--- src/hw/stl_map.svh ---
`ifndef STL_MAP_SVH
`define STL_MAP_SVH

// Register indices; the byte address on the bus is four times the index.
`define STL_IDX_LOAD_LINE 6'h36
`define STL_IDX_TRIM_FIRST 6'h38
`define STL_IDX_TRIM_SECOND 6'h39
`define STL_IDX_TRIM_THIRD 6'h3A
`define STL_IDX_DROOP_STATUS 6'h3B

// Reset values.
`define STL_RST_LOAD_LINE 8'h00
`define STL_RST_TRIM 8'h00

// Field positions.
`define STL_LL_ENABLE_BIT 3
`define STL_LL_CODE_MSB 2
`define STL_TRIM_SIGN_BIT 7
`define STL_TRIM_MAG_MSB 6

// Load-line droop per code, in hundredths of a milliohm.
`define STL_DROOP_CODE0 13'h141E
`define STL_DROOP_CODE1 13'h0A28
`define STL_DROOP_CODE2 13'h04E2
`define STL_DROOP_CODE3 13'h0271
`define STL_DROOP_CODE4 13'h012C
`define STL_DROOP_CODE5 13'h0096
`define STL_DROOP_CODE6 13'h0046
`define STL_DROOP_CODE7 13'h0000

`endif

--- src/hw/stl_pkg.sv ---
`default_nettype none

package stl_pkg;

	typedef enum logic [1:0] {
		STL_BUS_IDLE = 2'b01,
		STL_BUS_ANSWER = 2'b10
	} stl_bus_t;

	typedef logic [12:0] stl_droop_t;

endpackage

`default_nettype wire

--- src/hw/stl_gain_trim.sv ---
`include "stl_map.svh"
`default_nettype none

module stl_gain_trim #(
	parameter int ADC_WIDTH = 12,
	parameter int TRIM_SHIFT = 10
) (
	input wire logic clk,
	input wire logic rst,
	input wire logic [ADC_WIDTH-1:0] sampleRaw,
	input wire logic sampleValid,
	input wire logic [7:0] trim,
	output logic [ADC_WIDTH-1:0] trimmed,
	output logic trimmedValid
);

	localparam int PW = ADC_WIDTH + 7;

	logic [PW-1:0] product;
	logic [PW-1:0] delta;
	logic [PW:0] raised;
	logic overflow;
	logic underflow;
	logic [ADC_WIDTH-1:0] lowered;
	logic [ADC_WIDTH-1:0] next_trimmed;

	// Gain step is magnitude over two to the TRIM_SHIFT; results saturate, never wrap.
	assign product = PW'(sampleRaw) * PW'(trim[`STL_TRIM_MAG_MSB:0]);
	assign delta = product >> TRIM_SHIFT;
	assign raised = (PW + 1)'(sampleRaw) + (PW + 1)'(delta);
	assign overflow = |raised[PW:ADC_WIDTH];
	assign underflow = delta > PW'(sampleRaw);
	assign lowered = sampleRaw - delta[ADC_WIDTH-1:0];
	assign next_trimmed = trim[`STL_TRIM_SIGN_BIT] ?
		(underflow ? '0 : lowered) :
		(overflow ? '1 : raised[ADC_WIDTH-1:0]);

	always_ff @(posedge clk or posedge rst) begin
		if (rst) begin
			trimmed <= '0;
			trimmedValid <= 1'b0;
		end else begin
			trimmedValid <= sampleValid;
			if (sampleValid) begin
				trimmed <= next_trimmed;
			end
		end
	end

endmodule

`default_nettype wire

--- src/hw/stl_load_line_decode.sv ---
`include "stl_map.svh"
`default_nettype none

module stl_load_line_decode (
	input wire logic clk,
	input wire logic rst,
	input wire logic [3:0] cfg,
	output logic droopEnable,
	output stl_pkg::stl_droop_t droop
);

	stl_pkg::stl_droop_t tableDroop;

	always_comb begin
		case (cfg[`STL_LL_CODE_MSB:0])
			3'h0: tableDroop = `STL_DROOP_CODE0;
			3'h1: tableDroop = `STL_DROOP_CODE1;
			3'h2: tableDroop = `STL_DROOP_CODE2;
			3'h3: tableDroop = `STL_DROOP_CODE3;
			3'h4: tableDroop = `STL_DROOP_CODE4;
			3'h5: tableDroop = `STL_DROOP_CODE5;
			3'h6: tableDroop = `STL_DROOP_CODE6;
			default: tableDroop = `STL_DROOP_CODE7;
		endcase
	end

	// The regulator sees zero droop whenever the enable is clear.
	always_ff @(posedge clk or posedge rst) begin
		if (rst) begin
			droopEnable <= 1'b0;
			droop <= '0;
		end else begin
			droopEnable <= cfg[`STL_LL_ENABLE_BIT];
			droop <= cfg[`STL_LL_ENABLE_BIT] ? tableDroop : '0;
		end
	end

endmodule

`default_nettype wire

--- src/hw/stl_sense_trim_regs.sv ---
// Local design decision: register access over Avalon-MM.
`include "stl_map.svh"
`default_nettype none

module stl_sense_trim_regs #(
	parameter int ADC_WIDTH = 12,
	parameter int TRIM_SHIFT = 10
) (
	input wire logic clk,
	input wire logic rst,
	input wire logic [7:0] avs_address,
	input wire logic avs_read,
	input wire logic avs_write,
	input wire logic [31:0] avs_writedata,
	input wire logic [3:0] avs_byteenable,
	output logic [31:0] avs_readdata,
	output logic avs_waitrequest,
	input wire logic [ADC_WIDTH-1:0] voltageSenseFirstRaw,
	input wire logic voltageSenseFirstValid,
	input wire logic [ADC_WIDTH-1:0] voltageSenseSecondRaw,
	input wire logic voltageSenseSecondValid,
	input wire logic [ADC_WIDTH-1:0] voltageSenseThirdRaw,
	input wire logic voltageSenseThirdValid,
	output logic [ADC_WIDTH-1:0] voltageSenseFirstTrimmed,
	output logic voltageSenseFirstTrimmedValid,
	output logic [ADC_WIDTH-1:0] voltageSenseSecondTrimmed,
	output logic voltageSenseSecondTrimmedValid,
	output logic [ADC_WIDTH-1:0] voltageSenseThirdTrimmed,
	output logic voltageSenseThirdTrimmedValid,
	output logic loadLineDroopEnable,
	output stl_pkg::stl_droop_t loadLineDroop
);

	stl_pkg::stl_bus_t busState;
	stl_pkg::stl_bus_t next_busState;
	logic busReq;
	logic [5:0] regIndex;
	logic hitLoadLine;
	logic hitTrimFirst;
	logic hitTrimSecond;
	logic hitTrimThird;
	logic hitStatus;
	logic writeDone;
	logic [31:0] readMux;
	logic [7:0] loadLineCfg;
	logic [7:0] trimReg [3];
	logic [ADC_WIDTH-1:0] rawArr [3];
	logic rawValid [3];
	logic [ADC_WIDTH-1:0] trimmedArr [3];
	logic trimmedValidArr [3];
	logic [5:0] trimIndex [3];

	// Address decode and read selection.
	assign busReq = avs_read | avs_write;
	assign regIndex = avs_address[7:2];
	assign hitLoadLine = regIndex == `STL_IDX_LOAD_LINE;
	assign hitTrimFirst = regIndex == `STL_IDX_TRIM_FIRST;
	assign hitTrimSecond = regIndex == `STL_IDX_TRIM_SECOND;
	assign hitTrimThird = regIndex == `STL_IDX_TRIM_THIRD;
	assign hitStatus = regIndex == `STL_IDX_DROOP_STATUS;
	// Writes land only on the edge where the master sees waitrequest low.
	assign writeDone = (busState == stl_pkg::STL_BUS_ANSWER) & avs_write &
		avs_byteenable[0];
	// Unmapped addresses read as zero and swallow writes.
	assign readMux = hitLoadLine ? {24'h000000, loadLineCfg} :
		hitTrimFirst ? {24'h000000, trimReg[0]} :
		hitTrimSecond ? {24'h000000, trimReg[1]} :
		hitTrimThird ? {24'h000000, trimReg[2]} :
		hitStatus ? {18'h00000, loadLineDroopEnable, loadLineDroop} :
		32'h00000000;

	assign trimIndex[0] = `STL_IDX_TRIM_FIRST;
	assign trimIndex[1] = `STL_IDX_TRIM_SECOND;
	assign trimIndex[2] = `STL_IDX_TRIM_THIRD;

	always_comb begin
		case (busState)
			stl_pkg::STL_BUS_IDLE: next_busState = busReq ? stl_pkg::STL_BUS_ANSWER :
				stl_pkg::STL_BUS_IDLE;
			stl_pkg::STL_BUS_ANSWER: next_busState = stl_pkg::STL_BUS_IDLE;
			default: next_busState = stl_pkg::STL_BUS_IDLE;
		endcase
	end

	// One wait cycle per access keeps read data registered at the cost of bus speed.
	always_ff @(posedge clk or posedge rst) begin
		if (rst) begin
			busState <= stl_pkg::STL_BUS_IDLE;
			avs_waitrequest <= 1'b1;
			avs_readdata <= 32'h00000000;
		end else begin
			busState <= next_busState;
			avs_waitrequest <= next_busState != stl_pkg::STL_BUS_ANSWER;
			if (busState == stl_pkg::STL_BUS_IDLE && avs_read) begin
				avs_readdata <= readMux;
			end
		end
	end

	// Reserved bits 7 to 4 are stored and read back as written.
	always_ff @(posedge clk or posedge rst) begin
		if (rst) begin
			loadLineCfg <= `STL_RST_LOAD_LINE;
		end else if (writeDone && hitLoadLine) begin
			loadLineCfg <= avs_writedata[7:0];
		end
	end

	stl_load_line_decode u_droop (
		.clk(clk),
		.rst(rst),
		.cfg(loadLineCfg[3:0]),
		.droopEnable(loadLineDroopEnable),
		.droop(loadLineDroop)
	);

	assign rawArr[0] = voltageSenseFirstRaw;
	assign rawArr[1] = voltageSenseSecondRaw;
	assign rawArr[2] = voltageSenseThirdRaw;
	assign rawValid[0] = voltageSenseFirstValid;
	assign rawValid[1] = voltageSenseSecondValid;
	assign rawValid[2] = voltageSenseThirdValid;

	for (genvar g = 0; g < 3; g++) begin : g_chan
		always_ff @(posedge clk or posedge rst) begin
			if (rst) begin
				trimReg[g] <= `STL_RST_TRIM;
			end else if (writeDone && regIndex == trimIndex[g]) begin
				trimReg[g] <= avs_writedata[7:0];
			end
		end

		// A trim written mid-stream applies from the next sample on.
		stl_gain_trim #(
			.ADC_WIDTH(ADC_WIDTH),
			.TRIM_SHIFT(TRIM_SHIFT)
		) u_trim (
			.clk(clk),
			.rst(rst),
			.sampleRaw(rawArr[g]),
			.sampleValid(rawValid[g]),
			.trim(trimReg[g]),
			.trimmed(trimmedArr[g]),
			.trimmedValid(trimmedValidArr[g])
		);
	end

	assign voltageSenseFirstTrimmed = trimmedArr[0];
	assign voltageSenseSecondTrimmed = trimmedArr[1];
	assign voltageSenseThirdTrimmed = trimmedArr[2];
	assign voltageSenseFirstTrimmedValid = trimmedValidArr[0];
	assign voltageSenseSecondTrimmedValid = trimmedValidArr[1];
	assign voltageSenseThirdTrimmedValid = trimmedValidArr[2];

	a_droop_off_disabled: assert property (@(posedge clk) disable iff (rst)
		!loadLineCfg[3] |=> !loadLineDroopEnable && loadLineDroop == 13'h0000)
		else $error("Droop applied while load line disabled.");

	a_droop_code_full: assert property (@(posedge clk) disable iff (rst)
		loadLineCfg[3:0] == 4'h8 |=> loadLineDroop == 13'h141E)
		else $error("Code zero droop is not 51.5 milliohm.");

	a_droop_code_low: assert property (@(posedge clk) disable iff (rst)
		loadLineCfg[3:0] == 4'hE |=> loadLineDroop == 13'h0046 ##1
		($past(loadLineCfg[3:0]) != 4'hF || loadLineDroop == 13'h0000))
		else $error("Low droop codes decode wrongly.");

	a_trim_sign_neg: assert property (@(posedge clk) disable iff (rst)
		voltageSenseFirstValid && trimReg[0][7] |=>
		voltageSenseFirstTrimmed <= $past(voltageSenseFirstRaw))
		else $error("Negative trim raised the reading.");

	a_first_gain_unity: assert property (@(posedge clk) disable iff (rst)
		voltageSenseFirstValid && trimReg[0][6:0] == 7'h00 |=>
		voltageSenseFirstTrimmed == $past(voltageSenseFirstRaw))
		else $error("First channel changed with zero trim.");

	a_second_gain_pos: assert property (@(posedge clk) disable iff (rst)
		voltageSenseSecondValid && !trimReg[1][7] && trimReg[1][6:0] == 7'h7F &&
		voltageSenseSecondRaw == 12'h800 |=> voltageSenseSecondTrimmed == 12'h8FE)
		else $error("Second channel positive trim is wrong.");

	a_third_gain_unity: assert property (@(posedge clk) disable iff (rst)
		voltageSenseThirdValid && trimReg[2][6:0] == 7'h00 |=>
		voltageSenseThirdTrimmed == $past(voltageSenseThirdRaw))
		else $error("Third channel changed with zero trim.");

	a_sample_trim_flow: assert property (@(posedge clk) disable iff (rst)
		voltageSenseFirstValid |=> voltageSenseFirstTrimmedValid)
		else $error("Trimmed sample did not follow a raw sample.");

	a_bus_one_wait: assert property (@(posedge clk) disable iff (rst)
		busReq && busState == stl_pkg::STL_BUS_IDLE |=> !avs_waitrequest ##1 avs_waitrequest)
		else $error("Bus answer timing is wrong.");

	a_bus_write_lands: assert property (@(posedge clk) disable iff (rst)
		writeDone && hitLoadLine |=> loadLineCfg == $past(avs_writedata[7:0]))
		else $error("Load line write lost.");

	a_droop_enable_on: assert property (@(posedge clk) disable iff (rst)
		loadLineCfg[3] |=> loadLineDroopEnable)
		else $error("Droop enable did not follow the load line bit.");

	a_droop_code_one: assert property (@(posedge clk) disable iff (rst)
		loadLineCfg[3:0] == 4'h9 |=> loadLineDroop == 13'h0A28)
		else $error("Code one droop is not 26 milliohm.");

	a_droop_code_two: assert property (@(posedge clk) disable iff (rst)
		loadLineCfg[3:0] == 4'hA |=> loadLineDroop == 13'h04E2)
		else $error("Code two droop is not 12.5 milliohm.");

	a_droop_code_three: assert property (@(posedge clk) disable iff (rst)
		loadLineCfg[3:0] == 4'hB |=> loadLineDroop == 13'h0271)
		else $error("Code three droop is not 6.25 milliohm.");

	a_droop_code_four: assert property (@(posedge clk) disable iff (rst)
		loadLineCfg[3:0] == 4'hC |=> loadLineDroop == 13'h012C)
		else $error("Code four droop is not 3 milliohm.");

	a_droop_code_five: assert property (@(posedge clk) disable iff (rst)
		loadLineCfg[3:0] == 4'hD |=> loadLineDroop == 13'h0096)
		else $error("Code five droop is not 1.5 milliohm.");

	a_droop_code_seven: assert property (@(posedge clk) disable iff (rst)
		loadLineCfg[3:0] == 4'hF |=> loadLineDroopEnable && loadLineDroop == 13'h0000)
		else $error("Code seven droop is not zero.");

	a_first_sign_pos: assert property (@(posedge clk) disable iff (rst)
		voltageSenseFirstValid && !trimReg[0][7] |=>
		voltageSenseFirstTrimmed >= $past(voltageSenseFirstRaw))
		else $error("Positive trim lowered the first reading.");

	a_second_sign_neg: assert property (@(posedge clk) disable iff (rst)
		voltageSenseSecondValid && trimReg[1][7] |=>
		voltageSenseSecondTrimmed <= $past(voltageSenseSecondRaw))
		else $error("Negative trim raised the second reading.");

	a_third_sign_pos: assert property (@(posedge clk) disable iff (rst)
		voltageSenseThirdValid && !trimReg[2][7] |=>
		voltageSenseThirdTrimmed >= $past(voltageSenseThirdRaw))
		else $error("Positive trim lowered the third reading.");

	a_third_sign_neg: assert property (@(posedge clk) disable iff (rst)
		voltageSenseThirdValid && trimReg[2][7] |=>
		voltageSenseThirdTrimmed <= $past(voltageSenseThirdRaw))
		else $error("Negative trim raised the third reading.");

	a_first_gain_full: assert property (@(posedge clk) disable iff (rst)
		voltageSenseFirstValid && trimReg[0] == 8'h7F && voltageSenseFirstRaw == 12'hFFF |=>
		voltageSenseFirstTrimmed == 12'hFFF)
		else $error("First channel positive trim did not saturate.");

	a_first_gain_neg: assert property (@(posedge clk) disable iff (rst)
		voltageSenseFirstValid && trimReg[0] == 8'hFF && voltageSenseFirstRaw == 12'hA53 |=>
		voltageSenseFirstTrimmed == 12'h90C)
		else $error("First channel negative trim is wrong.");

	a_second_gain_unity: assert property (@(posedge clk) disable iff (rst)
		voltageSenseSecondValid && trimReg[1][6:0] == 7'h00 |=>
		voltageSenseSecondTrimmed == $past(voltageSenseSecondRaw))
		else $error("Second channel changed with zero trim.");

	a_second_gain_neg: assert property (@(posedge clk) disable iff (rst)
		voltageSenseSecondValid && trimReg[1] == 8'hFF && voltageSenseSecondRaw == 12'hA5A |=>
		voltageSenseSecondTrimmed == 12'h912)
		else $error("Second channel negative trim is wrong.");

	a_third_gain_neg: assert property (@(posedge clk) disable iff (rst)
		voltageSenseThirdValid && trimReg[2] == 8'h85 && voltageSenseThirdRaw == 12'h5AC |=>
		voltageSenseThirdTrimmed == 12'h5A5)
		else $error("Third channel negative trim is wrong.");

	a_sample_no_spurious: assert property (@(posedge clk) disable iff (rst)
		!voltageSenseFirstValid |=> !voltageSenseFirstTrimmedValid)
		else $error("Trimmed sample appeared without a raw sample.");

	a_second_trim_flow: assert property (@(posedge clk) disable iff (rst)
		voltageSenseSecondValid |=> voltageSenseSecondTrimmedValid)
		else $error("Second trimmed sample did not follow a raw sample.");

	a_third_trim_flow: assert property (@(posedge clk) disable iff (rst)
		voltageSenseThirdValid |=> voltageSenseThirdTrimmedValid)
		else $error("Third trimmed sample did not follow a raw sample.");

	a_trimmed_holds: assert property (@(posedge clk) disable iff (rst)
		!voltageSenseFirstValid |=> $stable(voltageSenseFirstTrimmed))
		else $error("First trimmed value changed without a sample.");

	a_bus_read_data: assert property (@(posedge clk) disable iff (rst)
		busState == stl_pkg::STL_BUS_IDLE && avs_read && hitTrimFirst |=>
		avs_readdata == {24'h000000, $past(trimReg[0])})
		else $error("Read data does not hold the addressed trim.");

	a_bus_wait_idle: assert property (@(posedge clk) disable iff (rst)
		!busReq && busState == stl_pkg::STL_BUS_IDLE |=> avs_waitrequest)
		else $error("Waitrequest dropped with no request.");

	a_trim_write_lands: assert property (@(posedge clk) disable iff (rst)
		writeDone && hitTrimThird |=> trimReg[2] == $past(avs_writedata[7:0]))
		else $error("Third trim write lost.");

	a_byte_mask_blocks: assert property (@(posedge clk) disable iff (rst)
		busState == stl_pkg::STL_BUS_ANSWER && avs_write && !avs_byteenable[0] |=>
		$stable(loadLineCfg) && $stable(trimReg[2]))
		else $error("Write landed with its low byte lane masked.");

endmodule

`default_nettype wire

--- config.mk ---
export PLATFORM = sky130hd
export DESIGN_NAME = stl_sense_trim_regs
export DESIGN_NICKNAME = d
export VERILOG_FILES = /design/src/hw/stl_pkg.sv /design/src/hw/stl_gain_trim.sv /design/src/hw/stl_load_line_decode.sv /design/src/hw/stl_sense_trim_regs.sv
export VERILOG_INCLUDE_DIRS = /design/src /design/src/hw
export SDC_FILE = /design/constraint.sdc
export NUM_CORES = 1
export LEC_CHECK = 0
export BUFFER_PORTS_ARGS = -buffer_cell sky130_fd_sc_hd__buf_2
export CAP_MARGIN = 20
export CORE_ASPECT_RATIO = 0.8
export CORE_MARGIN = 2
export CORE_UTILIZATION = 45
export CTS_CLUSTER_DIAMETER = 150
export DETAILED_ROUTE_END_ITERATION = 10
export PLACE_DENSITY_LB_ADDON = 0.12
export SLEW_MARGIN = 20
export SYNTH_ARGS = -nofsm -noshare
export SYNTH_HDL_FRONTEND = slang
export SYNTH_SLANG_ARGS = --single-unit
--- constraint.sdc ---
create_clock -name clk -period 7.7 [get_ports clk]
set_clock_uncertainty 0.1 [all_clocks]
set_input_delay 1.155 -clock clk [delete_from_list [all_inputs] [get_ports clk]]
set_output_delay 1.155 -clock clk [all_outputs]
set_load 0.02 [all_outputs]
Yosys cells after proc, flatten, opt, wreduce, memory -nomap -nowiden. Index checks and enable logic that the tools add are counted.

$lt $le $gt $ge: 3. Mux-type cells: 18. Multiply operators: 3. Reduce and logical (&&, ||, !) cells: 9. Equality and inequality tests: 14. Add/sub/neg operators: 6. Bitwise logic cells: 3.

Operators with widths (count): $mux W12 (9); $pmux W13 S7 (1); $mux W14 (5); $mul A12 B7 Y19 (3); $add A12 B9 Y13 (3); $gt A9 B12 Y1 (3); $sub A12 B9 Y12 (3); $eq A6 B6 Y1 const B (5); $reduce_or A8 Y1 (3); $mux W13 (1); $eq A3 B3 Y1 const B (3); $eq A3 B2 Y1 const B (2); $logic_and A1 B1 Y1 (5); $mux W2 (2); $eq A3 B1 Y1 const B (1); $logic_not A3 Y1 (1); $and A1 B1 Y1 (2); $eq A2 B1 Y1 const B (1); $eq A2 B2 Y1 const B (1); $ne A2 B2 Y1 const B (1); $or A1 B1 Y1 (1).

Flip-flop bits (word level): 120. Word-level logic and storage cells: 71. Bits of input ports: 87. Output and inout port bits: 86.

Depth between registers and ports, before layout. Gate-level depths: netlist of the first run.

Word-level depth: 6. Mapped depth: 27. Mapped depth without buffers: 25.

By module. A second synthesis of the first run with hierarchy kept.

Cells, all modules: 1758. Area total of the unflattened synthesis: 15610.0 um^2.

By module, submodules not included: stl_gain_trim at g_chan[0].u_trim (sequential area each 325.3 um^2, area each 4290.4 um^2, instances 1, cells each 510); stl_gain_trim at g_chan[1].u_trim (sequential area each 325.3 um^2, area each 4230.3 um^2, instances 1, cells each 498); stl_gain_trim at g_chan[2].u_trim (sequential area each 325.3 um^2, area each 4185.3 um^2, instances 1, cells each 506); stl_sense_trim_regs (sequential area each 1202.4 um^2, area each 2389.8 um^2, instances 1, cells each 199); stl_load_line_decode (sequential area each 350.3 um^2, area each 514.2 um^2, instances 1, cells each 45).

Least setup slack after synthesis of the first run. No wires, ideal clock.

Kind: input -> register. From: input voltageSenseSecondRaw[9]. To: register g_chan[1].u_trim.trimmed[8]. Data arrival time: 7136 ps. Stages: 25. Required time: 7474 ps. Path slack: 338 ps. Buffers on the path: 3. Library setup time: 126 ps. Cells stage by stage: clkbuf_1 > clkbuf_1 > nand2_1 > fa_1 > fa_1 > inv_1 > fa_1 > inv_1 > fa_1 > inv_1 > ha_1 > and3_1 > and3_1 > and2_1 > a2111o_1 > o31ai_2 > o21bai_1 > xnor2_1 > ha_1 > clkbuf_1 > a21oi_1 > o22ai_1 > a31oi_1 > o21ai_0 > o32a_1.

Cells in the longest elaborated chain, start to end: 5. Elaborated cells on any way between the ends: 8. Classes of those cells: add/sub (2); mul (1); order compare (1); mux (3); reduce/logical (1).

RTL lines: from (decl) (RTL line stl_sense_trim_regs.sv:20) `input wire logic [ADC_WIDTH-1:0] voltageSenseSecondRaw,`; $mul A12 B7 Y19 (RTL line stl_gain_trim.sv:28) `` assign product = PW'(sampleRaw) * PW'(trim[`STL_TRIM_MAG_MSB:0]); ``; $add A12 B9 Y13 (RTL line stl_gain_trim.sv:30) `assign raised = (PW + 1)'(sampleRaw) + (PW + 1)'(delta);`; $reduce_or A8 Y1 (RTL line stl_gain_trim.sv:31) `assign overflow = |raised[PW:ADC_WIDTH];`; $mux W12 (RTL line stl_gain_trim.sv:36) `(overflow ? '1 : raised[ADC_WIDTH-1:0]);`; $mux W12 (*) (RTL line stl_gain_trim.sv:34) `` assign next_trimmed = trim[`STL_TRIM_SIGN_BIT] ? ``; to (signal assigned) (RTL line stl_gain_trim.sv:45) `trimmed <= next_trimmed;`; to (decl) (RTL line stl_gain_trim.sv:13) `output logic [ADC_WIDTH-1:0] trimmed,`.

Mark *: on every way between the ends. The rest lies on a longest branch, timed or not. A chain may end at the register's enable or synchronous reset.

Final worst setup path of the first run.
From: input voltageSenseSecondRaw[7]. To: register g_chan[1].u_trim.trimmed[5].

Same word-level chain as after synthesis.

==> flow_metrics.env, run 1 <==
export IMPL_cp_slowest_cell="fa_1"
export IMPL_p_comb_share_pct=36.2
export IMPL_synthesis_area_um2=14600
export IMPL_cp_slowest_stage_delay_ps=530
export IMPL_ys_flop_type="dfrtp_1"
export IMPL_drt_initial_drc_count=666
export IMPL_ys_ff_latch=101
export IMPL_chipWidth_um=205.4
export IMPL_crit_type="in2reg"
export IMPL_htreeDepth=3
export IMPL_worstSkewPairLatency_ps=360
export IMPL_ctsResizeCount=0
export IMPL_synth_cell_type_count=82
export IMPL_slew_headroom_pct=38.88
export IMPL_post_cts_buffers=0
export IMPL_powerDensity_nw_per_um2=109.0
export IMPL_fin_crit_sh_pct=93.16
export IMPL_cts_sinks=101
export IMPL_cp_start_kind="input port"
export IMPL_place_port_buffers=125
export IMPL_slew_viol_final=0
export IMPL_num_vias=11470
export IMPL_hold_viol=0
export IMPL_setup_tns_ps=0
export IMPL_worstMarginPinSlew_ps=914.3
export IMPL_place_hpwl_um=30420
export IMPL_critPathCaptureType="register"
export IMPL_use_met1_pct=36.07
export IMPL_fin_nets=2135
export IMPL_p_int_mw=1.083
export IMPL_routed_wl_um=37540
export IMPL_syn_inst=1640
export IMPL_ioPinCount=173
export IMPL_dp_cells=2147
export IMPL_drc=0
export IMPL_root_buffer="clkbuf_16"
export IMPL_stdcell_count=2164
export IMPL_grt_start_max_net_pins=77
export IMPL_clkTransAtPathRegs_ps=70
export IMPL_postRouteAntennaNets=0
export IMPL_gp_congestion=0.8397
export IMPL_core_area_um2=31710
export IMPL_yosys_warnings=0
export IMPL_cts_tree="done"
export IMPL_cp_max_fo=11
export IMPL_met3_usage_pct=3.827
export IMPL_ys_seq_area_share_pct=17.32
export IMPL_vias_per_cell=5.302
export IMPL_vdd_drop_max_v=0.0001050
export IMPL_grt_util_met2_pct=34.87
export IMPL_rows=58
export IMPL_synth_edff_count=0
export IMPL_arrival_ps=7300
export IMPL_syn_mean_instance_area_um2=8.903
export IMPL_die_y_um=165.1
export IMPL_maxCapViolations=0
export IMPL_fin_crit_ps=7173
export IMPL_rsz0062_at_grt="no"
export IMPL_grt_pass1_vias=11420
export IMPL_syn_to_final_growth_pct=9.477
export IMPL_track_usage_pct=23.18
export IMPL_power_total_mw=1.743
export IMPL_grt_busiest_layer="met1"
export IMPL_p_clk_share_pct=27.8
export IMPL_hold_class="reg2reg"
export IMPL_clk_path_buf_depth=2
export IMPL_diodes=0
export IMPL_overflow=0
export IMPL_drive_above_1_share_pct=13.65
export IMPL_initial_core_util_pct=46.04
export IMPL_die_area_um2=33910
export IMPL_netSwitchingPower_uw=660.2
export IMPL_hold_buffers=0
export IMPL_p_leak_nw=8.387
export IMPL_status="finished clean"
export IMPL_power_frac_seq_pct=36.0
export IMPL_dr_pass1_iters=5
export IMPL_hold_slack_ps=374.9
export IMPL_reg2reg_slack_ps=840
export IMPL_required_ps=7820
export IMPL_max_freq_ghz=0.1394
export IMPL_async_flop_share_pct=100.0
export IMPL_post_drt_wl_per_cell_um=17.35
export IMPL_layout_common_cells="inv_1, and2_1, ha_1"
export IMPL_final_common_cell="inv_1"
export IMPL_cts_buffers=9
export IMPL_final_util_pct=50.41
export IMPL_swShare_pct=37.88
export IMPL_grt_pass1_wl_um=62060
export IMPL_setup_viol=0
export IMPL_antenna_found_initial=0
state kept, by name, summed over array words and instances (netlist names):
| register | cells |
|---|---|
| busState | 2 |
| loadLineCfg | 8 |
| trimReg | 24 |
| g_chan.u_trim.trimmedValid | 3 |
| u_droop.droopEnable | 1 |
| avs_readdata | 14 |
| g_chan.u_trim.trimmed | 36 |
| u_droop.droop | 13 |
path summary, 6_finish.rpt:
| kind | start | end | cells after the start |
|---|---|---|---|
| min in group asynchronous | rst | avs_readdata[8] | 2 |
| hold reg to reg | avs_readdata[11] | avs_readdata[11] | 2 |
| setup / recovery | voltageSenseSecondRaw[7] | g_chan[1].u_trim.trimmed[5] | 25 |
| setup reg to reg | trimReg[17] | g_chan[0].u_trim.trimmed[11] | 21 |
| max in group asynchronous | rst | g_chan[2].u_trim.trimmed[0] | 4 |
| hold / removal | avs_readdata[11] | avs_readdata[11] | 2 |
power by group through the flow:
stage	combinational [mW]	clock, mW	sequential, mW
6_report	0.631	0.484	0.628
3_3_place_gp	0.623	0	0.637
4_1_cts	0.632	0.499	0.628
3_5_place_dp	0.629	0	0.638
2_1_floorplan	0.395	0	0.670
5_1_grt	0.709	0.521	0.637
metrics by stage:
stage	setup WS, ps	area [um2]
2_1_floorplan	338.3	14670
3_3_place_gp	249.5	15640
3_5_place_dp	224.4	15640
4_1_cts	589.7	15960
6_report	526.9	15990
5_1_grt	131.3	15990
area by class of cell:
class	instances	area [um2]
fillers	3046	15730
repair buffers	153	855.8
clock inverters	7	91.34
flip-flops and latches	101	2529
multi-input cells	1242	10890
inverters	232	873.3
well taps	420	525.5
clock buffers	9	225.2
layer usage:
metal	up-vias	wire length, um
met5	-	0
met3	11	2228
met2	286	15890
met4	0	97
met1	5595	19320
li1	5582	-
cell families (layout without fill, tap and decap cells):
logic type	count (synthesis)	after routing	share of synthesized area, %
AND/OR/NAND/NOR	510	510	18.52
buffers and inverters	314	401	8.569
adder cells (fa/ha/maj)	309	309	34.19
AO/OA/AOI/OAI	301	301	13.84
flip-flops	101	101	17.32
XOR/XNOR	62	62	3.719
multiplexers	42	42	3.822
other	1	18	0.02568
cells in the mapped netlist (all sizes together) (5+ instances only):
master  number  area [um2]
and4         6       52.55
o31ai        7       71.32
o21a        13       97.59
clkbuf      58       217.7
nor2        82       310.3
nand2      131       491.7
mux4         8       180.2
a22oi        8       60.06
nor3        11       60.06
and3        11       68.82
fa         150        3003
xnor2       40       350.3
nor2b       14       87.58
o22ai        5       31.28
nand2b      16       100.1
and2       186        1164
o21bai      17       127.6
nand3       13       65.06
or3          6       37.54
inv        232       870.8
a21o        20       150.1
a31oi       23       143.9
buf         24       162.7
ha         159        1989
o311ai       6       70.08
xor2        22       192.7
o211ai      10       75.07
o21ba        5       50.05
nand4       11       68.82
a21oi       73       372.9
mux2        30       337.8
nand3b       5       37.54
dfrtp      100        2502
o21ai       65       329.1
a211oi      10       80.07
critical path, delay by kind of cell:
kind,cells,cell delay [ps]
AO/OA/AOI/OAI,11,2230
XOR/XNOR,1,150
adder cells (fa/ha/maj),6,2690
buffers and inverters,4,560
AND/OR/NAND/NOR,3,500
Note: power is estimated with default switching activity, not from simulation.
==> inputs of run 2 (changes only) <==
--- a/config.mk
+++ b/config.mk
@@ -6,6 +6,7 @@
 export SDC_FILE = /design/constraint.sdc
 export NUM_CORES = 1
 export LEC_CHECK = 0
+export ABC_AREA = 1
 export BUFFER_PORTS_ARGS = -buffer_cell sky130_fd_sc_hd__buf_2
 export CAP_MARGIN = 20
 export CORE_ASPECT_RATIO = 0.8
==> run 2 against run 1 <==
- cell area increased by 14%
- critical path depth is 3 higher
- largest power group unchanged
- via count is 39% higher
- global-route usage increased by 1.8 points
- sequential share of layout area is 2.0 points lower
- clock power fell by 1%
- sequential power grew 4.1%
- final cell count increased by 46%
- utilization fell by 1.4 points
- fmax grew 5.6%
- first-iteration DRC count rose by 100%
==> flow_metrics.env, run 2 <==
export IMPL_ioPinCount=173
export IMPL_root_buffer="clkbuf_16"
export IMPL_async_flop_share_pct=100.0
export IMPL_postRouteAntennaNets=0
export IMPL_clk_path_buf_depth=2
export IMPL_fin_crit_ps=6793
export IMPL_crit_type="in2reg"
export IMPL_yosys_warnings=0
export IMPL_grt_start_max_net_pins=55
export IMPL_arrival_ps=6940
export IMPL_largest_register_ffs=36
export IMPL_place_port_buffers=125
export IMPL_gp_congestion=0.9506
export IMPL_powerDensity_nw_per_um2=106.2
export IMPL_met3_usage_pct=3.805
export IMPL_regToRegEndpoint="g_chan[0].u_trim.trimmed[11]"
export IMPL_drt_initial_drc_count=1354
export IMPL_final_common_cell="nand2_1"
export IMPL_synth_top_cell_area_share_pct=18.35
export IMPL_hold_viol=0
export IMPL_reg2reg_slack_ps=1200
export IMPL_setup_tns_ps=0
export IMPL_rows=63
export IMPL_endpoint="g_chan[0].u_trim.trimmed[11]"
export IMPL_post_cts_buffers=0
export IMPL_slew_headroom_pct=54.49
export IMPL_setup_viol=0
export IMPL_required_ps=7850
export IMPL_place_hpwl_um=39270
export IMPL_clkTransAtPathRegs_ps=70
export IMPL_track_usage_pct=24.97
export IMPL_diodes=0
export IMPL_antenna_found_initial=0
export IMPL_vias_per_cell=5.057
export IMPL_routed_wl_um=48060
export IMPL_layout_common_cells="nand2_1, inv_1, nand3_1"
export IMPL_hold_buffers=0
export IMPL_use_met1_pct=37.20
export IMPL_slew_viol_final=0
export IMPL_worstSetupStartpoint="voltageSenseFirstRaw[9]"
export IMPL_cp_depth=28
export IMPL_maxCapViolations=0
export IMPL_htreeDepth=3
export IMPL_cp_slowest_stage_delay_ps=560
export IMPL_hold_class="reg2reg"
export IMPL_ctsResizeCount=0
export IMPL_grt_pass1_vias=15300
export IMPL_core_area_um2=37280
export IMPL_synth_cell_type_count=55
export IMPL_cts_buffers=9
export IMPL_r2r_cells=27
export IMPL_overflow=0
export IMPL_die_y_um=178.6
export IMPL_fin_nets=3067
export IMPL_synth_most_common_cell="nand2_1"
export IMPL_drive_above_1_share_pct=8.558
export IMPL_syn_inst=2599
export IMPL_drc=0
export IMPL_grt_util_met2_pct=38.00
export IMPL_status="finished clean"
export IMPL_grt_busiest_layer="met2"
export IMPL_cp_slowest_cell="fa_1"
export IMPL_top_register="g_chan.u_trim.trimmed"
export IMPL_cts_sinks=101
export IMPL_worstMarginPinSlew_ps=682.7
export IMPL_ys_seq_area_share_pct=14.75
export IMPL_syn_mean_instance_area_um2=6.596
export IMPL_vdd_drop_max_v=0.0001120
export IMPL_die_area_um2=39680
export IMPL_p_leak_nw=11.52
export IMPL_worstSkewPairLatency_ps=370
export IMPL_rsz0062_at_grt="no"
export IMPL_post_drt_wl_per_cell_um=15.19
export IMPL_r2r_start="trimReg[17]"
export IMPL_cts_tree="done"
export IMPL_nFillCells=3928
export IMPL_cp_start_kind="input port"
export IMPL_reg_top3="g_chan.u_trim.trimmed x36, trimReg x24, avs_readdata x14"
export IMPL_num_vias=15990
export IMPL_syn_to_final_growth_pct=6.518
export IMPL_yosysTopAreaCell="nand2_1"
export IMPL_timing_critical_path_buf_inv=5
export IMPL_yosys_top_cells_area="nand2_1, fa_1, dfrtp_1"
export IMPL_synthesis_area_um2=17140
export IMPL_critPathCaptureType="register"
export IMPL_ys_top_cells_by_count="nand2_1, inv_1, nand3_1"
export IMPL_synth_edff_count=0
export IMPL_fin_crit_sh_pct=88.22
export IMPL_ys_flop_type="dfrtp_1"
export IMPL_cp_common_cell="nand2_1"
export IMPL_initial_core_util_pct=45.98
export IMPL_critPathTopFamily="adder cells"
export IMPL_chipWidth_um=222.2
export IMPL_cp_max_fo=14
export IMPL_max_freq_ghz=0.1472
export IMPL_dr_pass1_iters=8
export IMPL_grt_pass1_wl_um=79410
export IMPL_hold_slack_ps=375.8
export IMPL_ys_ff_latch=101
[run 2: how the worst min path moves through the flow]
stage	end	cells after the start	slack [ps]	from
floorplan	u_droop.droopEnable	0	360	loadLineCfg[3]
global placement	g_chan[2].u_trim.trimmed[11]	2	360	g_chan[2].u_trim.trimmed[11]
detailed placement	g_chan[2].u_trim.trimmed[11]	2	360	g_chan[2].u_trim.trimmed[11]
CTS	g_chan[0].u_trim.trimmed[4]	2	380	g_chan[0].u_trim.trimmed[4]
global route	g_chan[2].u_trim.trimmed[7]	2	400	g_chan[2].u_trim.trimmed[7]
finish	g_chan[2].u_trim.trimmed[11]	2	380	g_chan[2].u_trim.trimmed[11]
[run 2: cell families after synthesis]
family	Yosys count	synth area share (%)
adders and majority gates	309	29.12
buffers and inverters	669	15.83
DFF	101	14.75
AOI/OAI and AO/OA	211	7.197
and+or+nand+nor	1272	31.19
xor gates and xnor gates	36	1.883
other	1	0.02188
[run 2: per-layer routing]
metal,wire (um),share of wire [%]
met5,0,0
met4,869,1.8
met3,3329,6.9
met2,19990,42
met1,23870,50
[run 2: power by group]
part           internal [mW]  leakage [nW]  switching (mW)
clock network          0.257         0.143           0.221
logic                  0.256          10.1           0.551
registers              0.595          1.30          0.0587
total                   1.11          11.5           0.831
[run 2: final cells by class]
class / instances / area [um2] / area share [%]
Clock buffer: 11 / 232.7 / 1.274
Clock inverter: 5 / 66.31 / 0.3632
Timing Repair Buffer: 130 / 663.1 / 3.632
Multi-Input combinational cell: 1846 / 11960 / 65.52
Sequential cell: 101 / 2529 / 13.85
Inverter: 583 / 2196 / 12.03
Tap cell: 487 / 609.3 / 3.337
[run 2: metrics by stage]
step           utilization [%]  power, mW  setup slack [ps]  cells  cell area [um2]
6_report                 48.97      1.939             907.2   3163            18260
5_1_grt                  48.97      2.079             515.3   3163            18260
4_1_cts                  48.97      1.956             996.5   3163            18260
3_5_place_dp             48.17      1.464             648.6   3147            17960
3_3_place_gp             48.17      1.457             640.9   3147            17960
2_1_floorplan                -      1.210              1429   2616            17210
[run 2: worst register-to-register path, stage by stage (launching register included)]
cell      delay (ps)
dfrtp_1          750
nand2_1          180
fa_1             530
fa_1             560
inv_1             50
fa_1             470
inv_1             50
fa_1             480
inv_1             50
ha_1             350
inv_1            120
o21ai_1          140
a21oi_1          310
nor2_1           100
a211oi_2         310
nand2_1          120
nand2_1           80
nand2_1           50
ha_1             560
nand2_1          180
nor3_1           220
nand3_1          130
nand3_1           90
nand2_1           50
nand3_1           90
nand2_1           60
nor2_1           160
nor2_1            60
